==> src/core/bcc_pkg.sv <==
package bcc_pkg;

    // ----------------------------------------------------------------
    // Serial port
    // ----------------------------------------------------------------
    localparam logic [6:0] I2C_DEV_ADDR = 7'h5B;
    localparam logic [3:0] ACK_SLOT = 4'h8;

    // ----------------------------------------------------------------
    // Register offsets
    // ----------------------------------------------------------------
    localparam logic [7:0] OFF_VOLT = 8'h10;
    localparam logic [7:0] OFF_MODE = 8'h11;
    localparam logic [7:0] OFF_RSVD = 8'h12;
    localparam logic [7:0] OFF_EN = 8'h13;

    // ----------------------------------------------------------------
    // Field positions
    // ----------------------------------------------------------------
    localparam int VCODE_MSB = 5;
    localparam int RANGE_BIT = 6;
    localparam int MODE_BIT = 0;
    localparam int EN_BIT = 0;
    localparam int PG_BIT = 1;
    localparam int WEXACT_BIT = 2;

    // ----------------------------------------------------------------
    // Default register contents, per part
    // ----------------------------------------------------------------
    localparam logic [7:0] DEF_VOLT = 8'h40;
    localparam logic [7:0] DEF_MODE = 8'h00;
    localparam logic [7:0] DEF_RSVD = 8'h00;
    localparam logic [7:0] DEF_EN = 8'h00;

    // ----------------------------------------------------------------
    // Types
    // ----------------------------------------------------------------
    typedef enum logic [2:0] {
        ST_IDLE, ST_ADDR, ST_PTR, ST_WDATA, ST_RDATA, ST_MACK, ST_DONE
    } bcc_state_t;

    typedef struct packed {
        logic rangeSelect;
        logic [5:0] voltageCode;
        logic forcedPwm;
        logic channelEnable;
        logic writeExact;
    } bcc_ctrl_t;

    // Low range: upper bits 00 and codes 010000/010001 have no target
    function automatic logic code_avail(input logic rangeSel, input logic [5:0] code);
        code_avail = rangeSel || ((code[5:4] != 2'h0) && (code[5:1] != 5'h08));
    endfunction

endpackage

==> src/core/bcc_regs.sv <==
`timescale 1ns/1ps
// How it works
// - Four byte registers 10h..13h hold range, code, mode, write-exact, power-good, enable.
// - Six-bit voltage code at 10h bits 5..0 is read/write and sets the target.
// - Low range codes 00xxxx, 010000, 010001 unavailable; software avoids them.
// - Mode bit forces PWM, enable bit turns channel on, bit 1 reports power good.
// - Read-only bits ignore writes; all but power good return per-part values.
// - Registers reached only as serial slave at address 1011011, single-byte transfers.
module bcc_regs import bcc_pkg::*; #(
    parameter logic [7:0] RESET_VOLT = DEF_VOLT,
    parameter logic [7:0] RESET_MODE = DEF_MODE,
    parameter logic [7:0] RESET_RSVD = DEF_RSVD,
    parameter logic [7:0] RESET_EN = DEF_EN
) (
    // Clock and reset
    input wire logic clk,
    input wire logic rst,
    // Serial port pins
    input wire logic sclIn,
    input wire logic sdaIn,
    output logic sdaOut,
    output logic sdaOe,
    // Converter side
    input wire logic powerGood,
    output bcc_ctrl_t ctrl,
    output logic codeAvailable
);

    // ----------------------------------------------------------------
    // Line sampling and bus conditions
    // ----------------------------------------------------------------
    logic sclQ;
    logic sdaQ;
    logic sclRise;
    logic sclFall;
    logic startCond;
    logic stopCond;

    always_ff @(posedge clk) begin
        if (rst) begin
            sclQ <= 1'b1;
            sdaQ <= 1'b1;
        end else begin
            sclQ <= sclIn;
            sdaQ <= sdaIn;
        end
    end

    assign sclRise = sclIn & ~sclQ;
    assign sclFall = ~sclIn & sclQ;
    assign startCond = sclIn & sclQ & sdaQ & ~sdaIn;
    assign stopCond = sclIn & sclQ & ~sdaQ & sdaIn;

    // ----------------------------------------------------------------
    // Transfer state
    // ----------------------------------------------------------------
    bcc_state_t stQ;
    logic [3:0] bitCntQ;
    logic ackSlotQ;
    logic sdaOeQ;
    logic [7:0] shiftQ;
    logic [7:0] ptrQ;
    logic [7:0] txQ;
    logic rwQ;
    bcc_ctrl_t ctrlQ;
    bcc_ctrl_t rstCtrl;
    logic receiving;
    logic ackStart;
    logic ackEnd;
    logic addrHit;
    logic wrStrobe;
    logic [7:0] rdMux;

    assign receiving = (stQ == ST_ADDR) || (stQ == ST_PTR) || (stQ == ST_WDATA);
    assign ackStart = sclFall & receiving & (bitCntQ == ACK_SLOT) & ~ackSlotQ;
    assign ackEnd = sclFall & receiving & ackSlotQ;
    assign addrHit = (shiftQ[7:1] == I2C_DEV_ADDR);
    assign wrStrobe = ackStart & (stQ == ST_WDATA);

    // Read-only bits other than power good (13h bit 1) come straight from the part defaults
    assign rdMux = (ptrQ == OFF_VOLT) ?
                       {RESET_VOLT[7], ctrlQ.rangeSelect, ctrlQ.voltageCode} :
                   (ptrQ == OFF_MODE) ? {RESET_MODE[7:1], ctrlQ.forcedPwm} :
                   (ptrQ == OFF_RSVD) ? RESET_RSVD :
                   (ptrQ == OFF_EN) ?
                       {RESET_EN[7:3], ctrlQ.writeExact, powerGood, ctrlQ.channelEnable} :
                   8'h00;

    always_ff @(posedge clk) begin
        if (rst) begin
            stQ <= ST_IDLE;
            bitCntQ <= 4'h0;
            ackSlotQ <= 1'b0;
            sdaOeQ <= 1'b0;
            shiftQ <= 8'h00;
            ptrQ <= 8'h00;
            txQ <= 8'h00;
            rwQ <= 1'b0;
        end else if (startCond) begin
            stQ <= ST_ADDR;
            bitCntQ <= 4'h0;
            ackSlotQ <= 1'b0;
            sdaOeQ <= 1'b0;
        end else if (stopCond) begin
            stQ <= ST_IDLE;
            bitCntQ <= 4'h0;
            ackSlotQ <= 1'b0;
            sdaOeQ <= 1'b0;
        end else if (receiving) begin
            if (sclRise && bitCntQ != ACK_SLOT) begin
                shiftQ <= {shiftQ[6:0], sdaIn};
                bitCntQ <= 4'(bitCntQ + 4'h1);
            end else if (ackStart) begin
                ackSlotQ <= 1'b1;
                unique case (stQ)
                    ST_ADDR: begin
                        // Foreign address: stay silent until the next start
                        if (addrHit) begin
                            sdaOeQ <= 1'b1;
                            rwQ <= shiftQ[0];
                        end else begin
                            stQ <= ST_IDLE;
                            ackSlotQ <= 1'b0;
                        end
                    end
                    ST_PTR: begin
                        sdaOeQ <= 1'b1;
                        ptrQ <= shiftQ;
                    end
                    ST_WDATA: begin
                        sdaOeQ <= 1'b1;
                    end
                endcase
            end else if (ackEnd) begin
                ackSlotQ <= 1'b0;
                bitCntQ <= 4'h0;
                unique case (stQ)
                    ST_ADDR: begin
                        if (rwQ) begin
                            stQ <= ST_RDATA;
                            txQ <= rdMux;
                            sdaOeQ <= ~rdMux[7];
                        end else begin
                            stQ <= ST_PTR;
                            sdaOeQ <= 1'b0;
                        end
                    end
                    ST_PTR: begin
                        stQ <= ST_WDATA;
                        sdaOeQ <= 1'b0;
                    end
                    ST_WDATA: begin
                        // Single-byte writes only; later bytes go unanswered
                        stQ <= ST_DONE;
                        sdaOeQ <= 1'b0;
                    end
                endcase
            end
        end else if (stQ == ST_RDATA) begin
            if (sclRise) begin
                bitCntQ <= 4'(bitCntQ + 4'h1);
            end else if (sclFall) begin
                if (bitCntQ == ACK_SLOT) begin
                    sdaOeQ <= 1'b0;
                    stQ <= ST_MACK;
                    bitCntQ <= 4'h0;
                end else begin
                    txQ <= {txQ[6:0], 1'b0};
                    sdaOeQ <= ~txQ[6];
                end
            end
        end else if (stQ == ST_MACK && sclRise) begin
            stQ <= ST_DONE;
        end
    end

    // ----------------------------------------------------------------
    // Control registers
    // ----------------------------------------------------------------
    assign rstCtrl = {RESET_VOLT[RANGE_BIT], RESET_VOLT[VCODE_MSB:0], RESET_MODE[MODE_BIT],
                      RESET_EN[EN_BIT], RESET_EN[WEXACT_BIT]};

    always_ff @(posedge clk) begin
        if (rst) begin
            ctrlQ <= rstCtrl;
        end else if (wrStrobe) begin
            case (ptrQ)
                OFF_VOLT: begin
                    ctrlQ.rangeSelect <= shiftQ[RANGE_BIT];
                    ctrlQ.voltageCode <= shiftQ[VCODE_MSB:0];
                end
                OFF_MODE: ctrlQ.forcedPwm <= shiftQ[MODE_BIT];
                OFF_EN: begin
                    ctrlQ.channelEnable <= shiftQ[EN_BIT];
                    ctrlQ.writeExact <= shiftQ[WEXACT_BIT];
                end
                default: ;
            endcase
        end
    end

    assign ctrl = ctrlQ;
    assign codeAvailable = code_avail(ctrlQ.rangeSelect, ctrlQ.voltageCode);
    assign sdaOut = 1'b0;
    assign sdaOe = sdaOeQ;
endmodule

==> config.mk <==
export PLATFORM = sky130hd
export DESIGN_NAME = bcc_regs
export DESIGN_NICKNAME = d
export VERILOG_FILES = /design/src/core/bcc_pkg.sv /design/src/core/bcc_regs.sv
export SDC_FILE = /design/constraint.sdc
export NUM_CORES = 1
export LEC_CHECK = 0
export ABC_AREA = 1
export BUFFER_PORTS_ARGS = -buffer_cell sky130_fd_sc_hd__clkbuf_2
export CAP_MARGIN = 15
export CORE_ASPECT_RATIO = 0.7
export CORE_MARGIN = 2
export CORE_UTILIZATION = 45
export DETAILED_ROUTE_END_ITERATION = 6
export GPL_ROUTABILITY_DRIVEN = 0
export HOLD_SLACK_MARGIN = 0.08
export SETUP_SLACK_MARGIN = 0.15
export SLEW_MARGIN = 10
export SYNTH_ARGS = -nofsm -noshare
export SYNTH_HDL_FRONTEND = slang
export SYNTH_SLANG_ARGS = --single-unit
==> constraint.sdc <==
create_clock -name clk -period 2.1 [get_ports clk]
set_clock_uncertainty 0.05 [all_clocks]
set_input_delay 0.315 -clock clk [delete_from_list [all_inputs] [get_ports clk]]
set_output_delay 0.315 -clock clk [all_outputs]
set_load 0.01 [all_outputs]
==> results.sh <==
export IMPL_status="complete, no violations"
export IMPL_cts_root_buf="clkbuf_8"
export IMPL_antenna_cells=0
export IMPL_ys_seq_elements=45
export IMPL_maxCapViolCount=0
export IMPL_start_util=0.478
export IMPL_io_pins=18
export IMPL_min_path_type="in -> reg"
export IMPL_fin_cells=443
export IMPL_layout_commonest_cell="nand2_1"
export IMPL_ant_nets=0
export IMPL_clock_sinks=45
export IMPL_criticalPathCategory="reg -> reg"
export IMPL_hpwl_um=4150
export IMPL_vias=2209
export IMPL_wl_per_cell_um=12.7
export IMPL_die_h_um=64.4
export IMPL_yosysWarnings=0
export IMPL_syn_avg_cell_area_um2=6.83
export IMPL_switching_power_w=0.000945
export IMPL_cts_max_path_buffers=2
export IMPL_worst_setup_path_start_kind="flip-flop"
export IMPL_cp_data_required_time_ps=2250
export IMPL_crit_path_max_fanout=9
export IMPL_slew_viol_final=0
export IMPL_cts_buffers_inserted=5
export IMPL_clk_latency_ps=300
export IMPL_synth_nets=354
export IMPL_synthesis_area_um2=2350
export IMPL_final_cell_mix="nand2_1 (59), nor2_1 (50), inv_1 (41), dfxtp_1 (41), a21oi_1 (35)"
export IMPL_power_density_nw_per_um2=886
export IMPL_arrival_ps=1960
export IMPL_antenna_found_initial=0
export IMPL_yosysUniqueCellTypes=29
export IMPL_fin_nets=383
export IMPL_finalSetupViolCount=0
export IMPL_tns_ps=0
export IMPL_die_w_um=90.3
export IMPL_max_vdd_ir_drop_v=0.000371
export IMPL_grt_pass1_wl_um=9340
export IMPL_grt_max_degree=20
export IMPL_pwr_share_clk=0.216
export IMPL_rows=21
export IMPL_placed_area_um2=2530
export IMPL_drc=0
export IMPL_clk_pin_slew_ps=90
export IMPL_swShare=0.391
export IMPL_p_comb_frac=0.367
export IMPL_placement_io_buffers=16
export IMPL_grt_overflow=0
export IMPL_timing_final_crit_share=0.861
export IMPL_drt_vias_per_instance=4.99
export IMPL_synth_seq_area_share=0.384
export IMPL_max_freq_ghz=0.553
export IMPL_grt_pass1_vias=1939
export IMPL_cts_max_level=2
export IMPL_hold_slack_ps=182
export IMPL_dp_worst_setup_slack_ps=106
export IMPL_wl_um=5600
export IMPL_cts_tree="done"
export IMPL_leakagePower_nw=1.24
export IMPL_final_design_area_no_fill_um2=2730
export IMPL_coreArea_um2=4910
export IMPL_min_period_ps=1810
export IMPL_final_hold_violation_count=0
export IMPL_netlist_instances=344
export IMPL_seqPwrFrac=0.417
export IMPL_intPower_w=0.00147
export IMPL_track_usage=0.202
export IMPL_final_layout_size_suffix_gt1_frac=0.187
export IMPL_cp_end_kind="flip-flop"
export IMPL_areaGrowthSynthToFinish_pct=16.2
export IMPL_dp_cells=428
export IMPL_dieArea_um2=5820
export IMPL_rsz0062_at_grt="false"
export IMPL_drtIter0Drc=95
export IMPL_fin_ws_ps=292
export IMPL_firstDrtPassIters=4
[power by group through the flow]
stage               combinational (W)  sequential, W  clock, W
floorplan                    0.000622        0.00100         0
global placement             0.000804        0.00102         0
detailed placement           0.000794        0.00102         0
CTS                          0.000802        0.00100  0.000541
global route                  0.00100        0.00102  0.000572
finish                       0.000887        0.00101  0.000523
[Yosys cell counts]
cell / number / share of area
nor3_1: 6 / 0.013
nand4_1: 3 / 0.0080
buf_6: 2 / 0.0096
nand2_1: 62 / 0.099
xor2_1: 2 / 0.0075
conb_1: 1 / 0.0016
o21ai_1: 1 / 0.0021
inv_2: 2 / 0.0032
buf_2: 3 / 0.0064
nand3b_1: 1 / 0.0032
a31oi_1: 2 / 0.0053
nor2_1: 51 / 0.082
nand2_4: 1 / 0.0048
nand2_2: 6 / 0.016
dfxtp_1: 45 / 0.38
clkbuf_1: 2 / 0.0032
o21ai_0: 33 / 0.070
buf_4: 2 / 0.0064
inv_4: 1 / 0.0027
inv_1: 43 / 0.069
o21bai_1: 1 / 0.0032
a21oi_1: 35 / 0.075
nor2_4: 2 / 0.0096
nand3_1: 23 / 0.049
nor2_8: 2 / 0.017
o21ai_2: 3 / 0.011
a211oi_1: 2 / 0.0064
ha_1: 5 / 0.027
o211ai_1: 2 / 0.0064
[per-stage QoR]
| step | total power [W] | utilization |
|---|---|---|
| global placement | 0.00182 | 0.514 |
| finish | 0.00242 | 0.556 |
| CTS | 0.00234 | 0.532 |
| global route | 0.00259 | 0.556 |
| floorplan | 0.00162 | - |
| detailed placement | 0.00181 | 0.514 |
[routing by layer]
layer | track usage | vias up | share of wire
li1 | - | 1169 | -
met2 | 0.284 | 44 | 0.37
met1 | 0.306 | 989 | 0.56
met4 | 0.0731 | 0 | 0.011
met5 | 0 | - | 0
met3 | 0.0384 | 7 | 0.050
[logic make-up after synthesis]
kind of cell,share of synthesized area
xor+xnor,0.00746
simple gates,0.301
buf+inv,0.100
flops,0.384
other cells,0.00160
fa+ha+maj,0.0266
compound gates,0.180
[timing repair]
item	CTS	global route
resized for setup	1	31
setup buffers	0	6
pin swaps	0	11
cloned	0	1
hold endpoints to repair	0	0
setup endpoints to repair	4	27
hold buffers	0	0
[area by class of cell]
type / instances / area, µm²
Sequential cell: 45 / 908
Clock buffer: 6 / 72.6
Fill cell: 489 / 2180
Timing Repair Buffer: 30 / 205
Tap cell: 69 / 86.3
Multi-Input combinational cell: 245 / 1270
Clock inverter: 2 / 10.0
Inverter: 46 / 175
[path summary, 6_finish.rpt]
kind | slack [ps] | to | start | depth (start not counted)
min | 180 | sdaQ$_SDFF_PP1_ | sdaIn | 3
max | 290 | ctrl[7]$_SDFFE_PP0P_ | bitCntQ[0]$_SDFFE_PP0P_ | 11
max reg2reg | 290 | ctrl[7]$_SDFFE_PP0P_ | bitCntQ[0]$_SDFFE_PP0P_ | 11
min reg2reg | 400 | ptrQ[6]$_SDFFE_PP0P_ | ptrQ[6]$_SDFFE_PP0P_ | 2
[worst max-delay path: stages (launching register included)]
cell and delay, ps:
dfxtp_4 360, inv_1 60, ha_2 170, nand2_2 70, nor2_4 200, nand2_4 90
nor2_8 150, nand2_4 80, nor2_4 160, inv_2 100, o21ai_0 170, a21oi_1 50
[state kept, by name, indices dropped and copies added, names as in the netlist]
signal	count
ctrl	10
ptrQ	8
shiftQ	8
txQ	7
bitCntQ	4
stQ	3
ackSlotQ	1
rwQ	1
sclQ	1
sdaOe	1
sdaQ	1
(Power assumes the default switching activity.)
